[config.mk]
export PLATFORM = sky130hd
export DESIGN_NAME = adc_calibration_reset_sequencer
export DESIGN_NICKNAME = d
export VERILOG_FILES = /design/src/core/adc_cal_pkg.sv /design/src/core/adc_calibration_reset_sequencer.sv
export VERILOG_INCLUDE_DIRS = /design/src /design/src/core
export SDC_FILE = /design/constraint.sdc
export NUM_CORES = 1
export LEC_CHECK = 0
export BUFFER_PORTS_ARGS = -buffer_cell sky130_fd_sc_hd__buf_4
export CAP_MARGIN = 25
export CELL_PAD_IN_SITES_DETAIL_PLACEMENT = 0
export CELL_PAD_IN_SITES_GLOBAL_PLACEMENT = 1
export CORE_UTILIZATION = 45
export CTS_CLUSTER_SIZE = 28
export DETAILED_ROUTE_END_ITERATION = 8
export GPL_ROUTABILITY_DRIVEN = 0
export GPL_TIMING_DRIVEN = 0
export PLACE_DENSITY = 0.81
export SLEW_MARGIN = 25
export SYNTH_ARGS = -nofsm -noshare
export SYNTH_HDL_FRONTEND = slang
export SYNTH_SLANG_ARGS = --single-unit
[constraint.sdc]
create_clock -name sys_clk -period 5.5 [get_ports sys_clk]
set_clock_uncertainty 0.1 [all_clocks]
set_input_delay 0.275 -clock sys_clk [delete_from_list [all_inputs] [get_ports sys_clk]]
set_output_delay 0.275 -clock sys_clk [all_outputs]
set_load 0.03 [all_outputs]
[src/core/adc_cal_regs.svh]
// Constants for the calibration and reset sequencer: timing, codes, reset values.
// Assumes inclusion by its bare name from the package and the design file.
`ifndef ADC_CAL_REGS_SVH
`define ADC_CAL_REGS_SVH

// ----------------------------------------------------------------------------
// Timing
// ----------------------------------------------------------------------------
`define SYS_CLK_HZ 10000000
`define CAL_NOMINAL_MS 200
`define CAL_MAX_MS 550
`define CAL_NOMINAL_CYCLES ((`CAL_NOMINAL_MS * `SYS_CLK_HZ) / 1000)
`define DLL_RELOCK_US 52
`define DLL_RELOCK_CYCLES ((`DLL_RELOCK_US * `SYS_CLK_HZ) / 1000000)
`define PIPE_HALF_STEPS 15
`define CORE_PIPE_SAMPLES 6

// ----------------------------------------------------------------------------
// Codes and reset values
// ----------------------------------------------------------------------------
`define CODE_FULL_SCALE 12'hfff
`define DIV_SEL_LOW 2'h0
`define DIV_SEL_FLOAT 2'h1
`define DIV_SEL_HIGH 2'h2
`define RATIO_RESET 3'h1

`endif

[src/core/adc_cal_pkg.sv]
// Types shared by the calibration and reset sequencer.
// Assumes the constants header sits beside it on the include path.
package adc_cal_pkg;
  `include "adc_cal_regs.svh"

  typedef enum logic [1:0] {
    ST_POR = 2'b00,
    ST_RESET = 2'b01,
    ST_CAL = 2'b10,
    ST_RUN = 2'b11
  } seq_state_t;

  typedef struct packed {
    logic [11:0] code;
    logic over_range;
  } sample_out_t;

  typedef struct packed {
    logic valid;
    logic [1:0] ratio;
  } div_override_t;
endpackage

[src/core/adc_calibration_reset_sequencer.sv]
// Calibration, reset and clock-divider sequencer of a pipelined converter core.
// Assumes sys_clk is the input sample clock; pins come from outside and are synchronised.
`timescale 1ns/1ps
`include "adc_cal_regs.svh"

module adc_calibration_reset_sequencer #(
  parameter int CAL_CYCLES = `CAL_NOMINAL_CYCLES,
  parameter int RELOCK_CYCLES = `DLL_RELOCK_CYCLES
) (
  // Clock and reset
  input wire logic sys_clk,
  input wire logic rst,
  // Supply detectors and reset pin
  input wire logic avdd_good,
  input wire logic dvdd_good,
  input wire logic cal_reset_n_in,
  output logic cal_reset_n_out,
  output logic cal_reset_n_oe,
  // Divider control
  input wire logic [1:0] clock_divide_select,
  input wire adc_cal_pkg::div_override_t div_override,
  input wire logic phase_slip,
  // Converter core
  input wire logic [11:0] core_code,
  // Outputs
  output adc_cal_pkg::sample_out_t sample_out,
  output logic output_clock_pair,
  output logic cal_busy,
  output logic dll_locked
);
  import adc_cal_pkg::*;

  // ----------------------------------------------------------------------------
  // Pin synchronisers
  // ----------------------------------------------------------------------------
  logic [1:0] sup_meta_r, sup_sync_r;
  logic rstn_meta_r, rstn_sync_r, rstn_prev_r;
  logic [1:0] sel_meta_r, sel_sync_r;
  logic slip_meta_r, slip_sync_r;

  // Supply flags: both must read good before the detector lets go of the line.
  always_ff @(posedge sys_clk) begin
    if (rst) begin
      sup_meta_r <= 2'h0;
      sup_sync_r <= 2'h0;
    end else begin
      sup_meta_r <= {avdd_good, dvdd_good};
      sup_sync_r <= sup_meta_r;
    end
  end

  // Reset line, with one stage more so that its rising edge can be seen.
  always_ff @(posedge sys_clk) begin
    if (rst) begin
      rstn_meta_r <= 1'b0;
      rstn_sync_r <= 1'b0;
      rstn_prev_r <= 1'b0;
    end else begin
      rstn_meta_r <= cal_reset_n_in;
      rstn_sync_r <= rstn_meta_r;
      rstn_prev_r <= rstn_sync_r;
    end
  end

  // The select pin starts at the floating code, which is divide by one.
  always_ff @(posedge sys_clk) begin
    if (rst) begin
      sel_meta_r <= `DIV_SEL_FLOAT;
      sel_sync_r <= `DIV_SEL_FLOAT;
    end else begin
      sel_meta_r <= clock_divide_select;
      sel_sync_r <= sel_meta_r;
    end
  end

  // Phase slip request.
  always_ff @(posedge sys_clk) begin
    if (rst) begin
      slip_meta_r <= 1'b0;
      slip_sync_r <= 1'b0;
    end else begin
      slip_meta_r <= phase_slip;
      slip_sync_r <= slip_meta_r;
    end
  end

  wire supplies_ok = &sup_sync_r;
  wire reset_rise = rstn_sync_r & ~rstn_prev_r;

  // ----------------------------------------------------------------------------
  // Sequencer
  // ----------------------------------------------------------------------------
  seq_state_t state_r;
  logic [31:0] cal_cnt_r;

  // The reset line is open drain: the detector only ever pulls it low.
  always_ff @(posedge sys_clk) begin
    if (rst) begin
      cal_reset_n_out <= 1'b0;
      cal_reset_n_oe <= 1'b1;
    end else begin
      cal_reset_n_out <= 1'b0;
      cal_reset_n_oe <= ~supplies_ok;
    end
  end

  // Losing either supply drops the sequencer back to power-on, whatever it was doing.
  always_ff @(posedge sys_clk) begin
    if (rst) begin
      state_r <= ST_POR;
      cal_cnt_r <= 32'h0;
    end else begin
      unique case (state_r)
        ST_POR: begin
          if (supplies_ok) begin
            state_r <= ST_RESET;
          end
        end
        ST_RESET: begin
          cal_cnt_r <= 32'h0;
          if (reset_rise) begin
            state_r <= ST_CAL;
          end
        end
        ST_CAL: begin
          if (!rstn_sync_r) begin
            state_r <= ST_RESET;
          end else if (cal_cnt_r >= 32'(CAL_CYCLES - 1)) begin
            state_r <= ST_RUN;
          end else begin
            cal_cnt_r <= cal_cnt_r + 32'h1;
          end
        end
        ST_RUN: begin
          if (!rstn_sync_r) begin
            state_r <= ST_RESET;
          end
        end
      endcase
      if (!supplies_ok) begin
        state_r <= ST_POR;
      end
    end
  end

  wire in_cal = (state_r != ST_RUN);

  always_ff @(posedge sys_clk) begin
    if (rst) begin
      cal_busy <= 1'b1;
    end else begin
      cal_busy <= in_cal;
    end
  end

  // ----------------------------------------------------------------------------
  // Divider, phase slip and DLL relock
  // ----------------------------------------------------------------------------
  function automatic logic [2:0] ratio_of(input logic [1:0] sel);
    unique case (sel)
      `DIV_SEL_LOW: ratio_of = 3'h2;
      `DIV_SEL_HIGH: ratio_of = 3'h4;
      default: ratio_of = 3'h1;
    endcase
  endfunction

  logic [2:0] ratio_r, ratio_prev_r;
  logic [1:0] div_cnt_r;
  logic slip_prev_r;
  logic sample_tick_r;
  logic [31:0] lock_cnt_r;

  always_ff @(posedge sys_clk) begin
    if (rst) begin
      ratio_r <= `RATIO_RESET;
    end else if (div_override.valid) begin
      ratio_r <= ratio_of(div_override.ratio);
    end else begin
      ratio_r <= ratio_of(sel_sync_r);
    end
  end

  // At divide by two only, a phase slip swallows one input edge so converters can be brought into step.
  always_ff @(posedge sys_clk) begin
    if (rst) begin
      div_cnt_r <= 2'h0;
      slip_prev_r <= 1'b0;
      sample_tick_r <= 1'b0;
    end else begin
      slip_prev_r <= slip_sync_r;
      if (ratio_r == 3'h2 && slip_sync_r && !slip_prev_r) begin
        sample_tick_r <= 1'b0;
      end else if (div_cnt_r >= 2'(ratio_r - 3'h1)) begin
        div_cnt_r <= 2'h0;
        sample_tick_r <= 1'b1;
      end else begin
        div_cnt_r <= div_cnt_r + 2'h1;
        sample_tick_r <= 1'b0;
      end
    end
  end

  // Relock time scales with sample period, so it grows with the ratio.
  always_ff @(posedge sys_clk) begin
    if (rst) begin
      ratio_prev_r <= `RATIO_RESET;
      lock_cnt_r <= 32'h0;
      dll_locked <= 1'b0;
    end else begin
      ratio_prev_r <= ratio_r;
      if (ratio_r != ratio_prev_r) begin
        lock_cnt_r <= 32'(RELOCK_CYCLES) * 32'(ratio_r);
        dll_locked <= 1'b0;
      end else if (lock_cnt_r != 32'h0) begin
        lock_cnt_r <= lock_cnt_r - 32'h1;
        dll_locked <= 1'b0;
      end else begin
        dll_locked <= 1'b1;
      end
    end
  end

  // ----------------------------------------------------------------------------
  // Pipeline and output clock
  // ----------------------------------------------------------------------------
  // Half-step delay line: fifteen half sample steps give seven and a half samples.
  logic [11:0] pipe_r [0:`PIPE_HALF_STEPS-1];
  logic phase_r;

  // A tick at divide by one already spans a whole sample, so it is worth two half steps.
  function automatic logic whole_sample_tick(input logic [2:0] ratio);
    whole_sample_tick = (ratio == 3'h1);
  endfunction

  always_ff @(posedge sys_clk) begin
    if (rst) begin
      phase_r <= 1'b0;
      for (int i = 0; i < `PIPE_HALF_STEPS; i++) begin
        pipe_r[i] <= 12'h000;
      end
    end else if (sample_tick_r || phase_r) begin
      phase_r <= sample_tick_r && !whole_sample_tick(ratio_r);
      pipe_r[0] <= core_code;
      if (whole_sample_tick(ratio_r)) begin
        pipe_r[1] <= core_code;
        for (int i = 2; i < `PIPE_HALF_STEPS; i++) begin
          pipe_r[i] <= pipe_r[i-2];
        end
      end else begin
        for (int i = 1; i < `PIPE_HALF_STEPS; i++) begin
          pipe_r[i] <= pipe_r[i-1];
        end
      end
    end
  end

  // Output clock: one pulse per sample, silent while the reset line is low.
  always_ff @(posedge sys_clk) begin
    if (rst) begin
      output_clock_pair <= 1'b0;
    end else if (!rstn_sync_r) begin
      output_clock_pair <= 1'b0;
    end else if (sample_tick_r) begin
      output_clock_pair <= 1'b1;
    end else begin
      output_clock_pair <= 1'b0;
    end
  end

  // Over-range follows the synchronised line as well as the state, so it rises a cycle sooner.
  always_ff @(posedge sys_clk) begin
    if (rst) begin
      sample_out <= '{code: 12'h000, over_range: 1'b1};
    end else begin
      if (in_cal || !rstn_sync_r) begin
        sample_out.over_range <= 1'b1;
      end else if (sample_tick_r) begin
        sample_out.over_range <= (pipe_r[`PIPE_HALF_STEPS-1] == `CODE_FULL_SCALE);
      end
      if (sample_tick_r) begin
        sample_out.code <= pipe_r[`PIPE_HALF_STEPS-1];
      end
    end
  end

endmodule // adc_calibration_reset_sequencer

==> impl_metrics.yaml <==
floorplanning:
  die_w_um: 166
  coreArea_mm2: 0.0263
  rows: 59
  die_area_mm2: 0.0277
  ios: 41
  initial_core_util_pct: 46.3
  die_h_um: 166
critical_path:
  critical-path-top-delay-family: "buffers and inverters"
  ff2ff_setup_slack_ns: 2.62
  r2r-start: "sample_tick_r"
  worstPathCellList: "clkbuf_1 -> nor2_1 -> or2_2 -> clkbuf_1 -> nor2_1 -> clkbuf_1 -> a22o_1"
  arrival_ns: 3.18
  worst-r2r-cell-count: 7
  path_class: "reg -> reg"
  path_common_cell: "clkbuf_1"
  regToRegEndpoint: "pipe_r[1][83]"
  critPathMaxFanout: 10
  cp_num_buf_inv: 3
  cp.depth: 7
  critPathCaptureType: "register"
  required_ns: 5.81
  slowest_stage: "clkbuf_1"
  setup.worst_path.start_class: "register"
  critPathMaxStageDelay_ns: 0.48
yosys:
  synth_top_area_share_pct: 44.4
  synth_warnings: 0
  avgSynthCellArea_um2: 10.6
  ys_top_cells_by_area: "edfxtp_1, dfxtp_1, nand2_1"
  synthArstFlopShare_pct: 0
  synth_ff_type: "edfxtp_1"
  synthesis.nets: 1178
  synth_top_area_cell: "edfxtp_1"
  synth-seq-area-share_pct: 62.0
  synth-seq-cells: 287
  synth_area_mm2: 0.0122
  synth-edff-count: 180
  syn_inst: 1144
  synth.distinct_cells: 54
sta:
  final_max_slew_viol_count: 0
  fin_crit_ns: 2.88
  rsz0062_at_grt: "false"
  finalHoldViolations: 0
  finalCritPeriodShare_pct: 52.3
  relSlewSlack_pct: 41.6
  setup_viol: 0
  worst_pin_slew_ns: 0.876
  fmax_mhz: 347
  worst_slack_ns: 2.62
detailed_routing:
  post_drt_wl_per_cell_um: 16.1
  wl_mm: 25.7
  drtPass1Iterations: 7
  viasPerCell: 5.31
  drt_iter0_drc: 505
  via_count: 8497
  ant_nets: 0
  drc: 2
global_routing:
  globalRouteOverflowTotal: 0
  gr-usage-met3_pct: 2.47
  antenna_found_initial: 0
  busiest_layer: "met2"
  grt_use_total_pct: 18.7
  grt_start_max_net_pins: 56
  met2_usage_pct: 32.8
  grt_pass1_vias: 8510
  use_met1_pct: 23.9
  grt_pass1_wl_mm: 42.6
worst_hold_path:
  holdPathEnd: "ratio_r[2]"
  hold_depth: 4
  hold_path_class: "in -> reg"
  hp-start: "div_override[1]"
flow_run:
  cap_violations: 0
clock_network:
  clk_latency_ns: 0.54
  cts_buffers: 30
  htree_levels: 1
  cts_tree: "built"
  cts.sinks: 287
  clk_pin_slew_ns: 0.06
  post_cts_resized: 0
  root_buffer: "clkbuf_16"
  cts_buffer_depth: 3
power_and_ir_drop:
  power.density_mw_per_mm2: 429
  vdd.ir_drop.worst_v: 0.000226
  p_leak_uw: 0.00524
run_status:
  status: "finished, violations left"
  violations: "design-rule violations"
cells_and_area:
  drive_above_1_share_pct: 8.07
  area_growth_pct: 16.3
  fin_nets: 1275
  n_antenna_cell: 0
  postLayoutCellArea_mm2: 0.0141
placed_design:
  place_ws_ns: 2.60
  port_buffers: 39
  hpwlAfterDp_mm: 17.5
  placed_area_mm2: 0.0130
[repair_timing]
| item | 4_1_cts | 5_1_grt |
|---|---|---|
| hold endpoints to repair | 32 | 0 |
| buffers inserted | 0 | 0 |
| hold buffers | 23 | 0 |
[synthesized netlist by cell type, types with 7 or more instances]
master / count
nor2_1: 66
edfxtp_1: 180
or4_1: 9
nor3_1: 14
and2_1: 21
clkbuf_1: 67
nand2_1: 242
nand3_1: 19
dfxtp_1: 107
mux2i_1: 12
nor4_1: 10
inv_1: 14
xor2_1: 22
a21oi_1: 136
xnor2_1: 8
or3_1: 12
a311oi_1: 7
nand2b_1: 13
ha_1: 11
o21ai_0: 16
o31ai_1: 7
a22o_1: 60
nand4_1: 8
nor2b_1: 17
and3_1: 12
[power by group]
| group | internal, µW | switching [µW] | leakage [µW] |
|---|---|---|---|
| Sequential | 2610 | 187 | 0.00283 |
| Clock | 1140 | 799 | 0.000476 |
| Combinational | 519 | 815 | 0.00194 |
[worst reg2reg max path, stage by stage (launching register included)]
cell and delay (ns):
dfxtp_1 0.31, clkbuf_1 0.48, nor2_1 0.18, or2_2 0.31
clkbuf_1 0.25, nor2_1 0.43, clkbuf_1 0.45, a22o_1 0.24
[cell type report]
type / count / area [µm²]
tap: 335 / 419
buffer: 73 / 285
clock inverter: 5 / 23.8
multi-input combinational: 769 / 4280
sequential: 287 / 7550
fill: 2285 / 12100
timing repair buffer: 65 / 606
inverter: 15 / 56.3
clock buffer: 50 / 930
[per-stage QoR]
step | std cells | hold WS [ns] | total power (µW) | TNS, ns | util (%)
finish | 1599 | 0.0404 | 6070 | 0 | 53.8
global route | 1599 | 0.0584 | 6380 | 0 | 53.8
CTS | 1599 | 0.0216 | 6110 | 0 | 53.8
detailed placement | 1521 | 0.299 | 4150 | 0 | 49.3
global placement | 1518 | 0.297 | 4150 | -278.26 | 49.0
floorplan | 1144 | 0.258 | 3820 | 0 | -
[worst max-delay path by stage]
| stage | start | end | slack (ns) |
|---|---|---|---|
| 6_report | sample_tick_r | pipe_r[1][83] | 2.62 |
| 5_1_grt | sample_tick_r | pipe_r[1][83] | 2.35 |
| 4_1_cts | sample_tick_r | pipe_r[1][83] | 2.55 |
| 3_5_place_dp | sample_tick_r | pipe_r[1][83] | 2.60 |
| 3_3_place_gp | sample_tick_r | pipe_r[0][2] | -1.55 |
| 2_1_floorplan | sample_tick_r | pipe_r[0][0] | 0.32 |
[flip-flops by register name, indices dropped and copies added, names as in the netlist, 2 cells and up]
signal / cells
pipe_r: 180
div_cnt_r: 2
ratio_r: 3
ratio_prev_r: 3
sup_sync_r: 2
sup_meta_r: 2
sel_sync_r: 2
cal_cnt_r: 32
sel_meta_r: 2
state_r: 2
lock_cnt_r: 32
sample_out: 13
[per-layer routing]
layer / part of all wire (%) / routed length [µm]
met5: 0 / 0
met4: 2.8 / 708
met3: 2.8 / 729
met2: 49 / 12600
met1: 46 / 11700
[cell usage in the layout, fill, tap and decap left out, drive strengths merged, types with 11 or more instances in the layout]
cell         netlist  routed
a21oi            136     136
a22o              60      60
and2              21      21
and3              12      12
buf                6      48
clkbuf            67     117
dfxtp            107     107
dlygate4sd3        0      23
edfxtp           180     180
ha                11      11
inv               15      15
mux2i             12      12
nand2            242     242
nand2b            13      13
nand3             19      19
nor2              66      66
nor2b             17      17
nor3              14      14
o21ai             17      17
or3               12      12
or4               12      12
xor2              22      22
[cell families (layout without fill, tap and decap cells)]
| logic type | count (synthesis) | after routing | share of synthesized area, % |
|---|---|---|---|
| DFF | 287 | 287 | 62.0 |
| other | 1 | 1 | 0.0308 |
| buffers and inverters | 88 | 208 | 2.81 |
| AOI/OAI and AO/OA | 251 | 251 | 13.1 |
| muxes | 12 | 12 | 0.987 |
| and+or+nand+nor | 464 | 464 | 17.7 |
| xor gates and xnor gates | 30 | 30 | 2.16 |
| adders and majority gates | 11 | 11 | 1.13 |
Power figures use the tool's default switching activity.
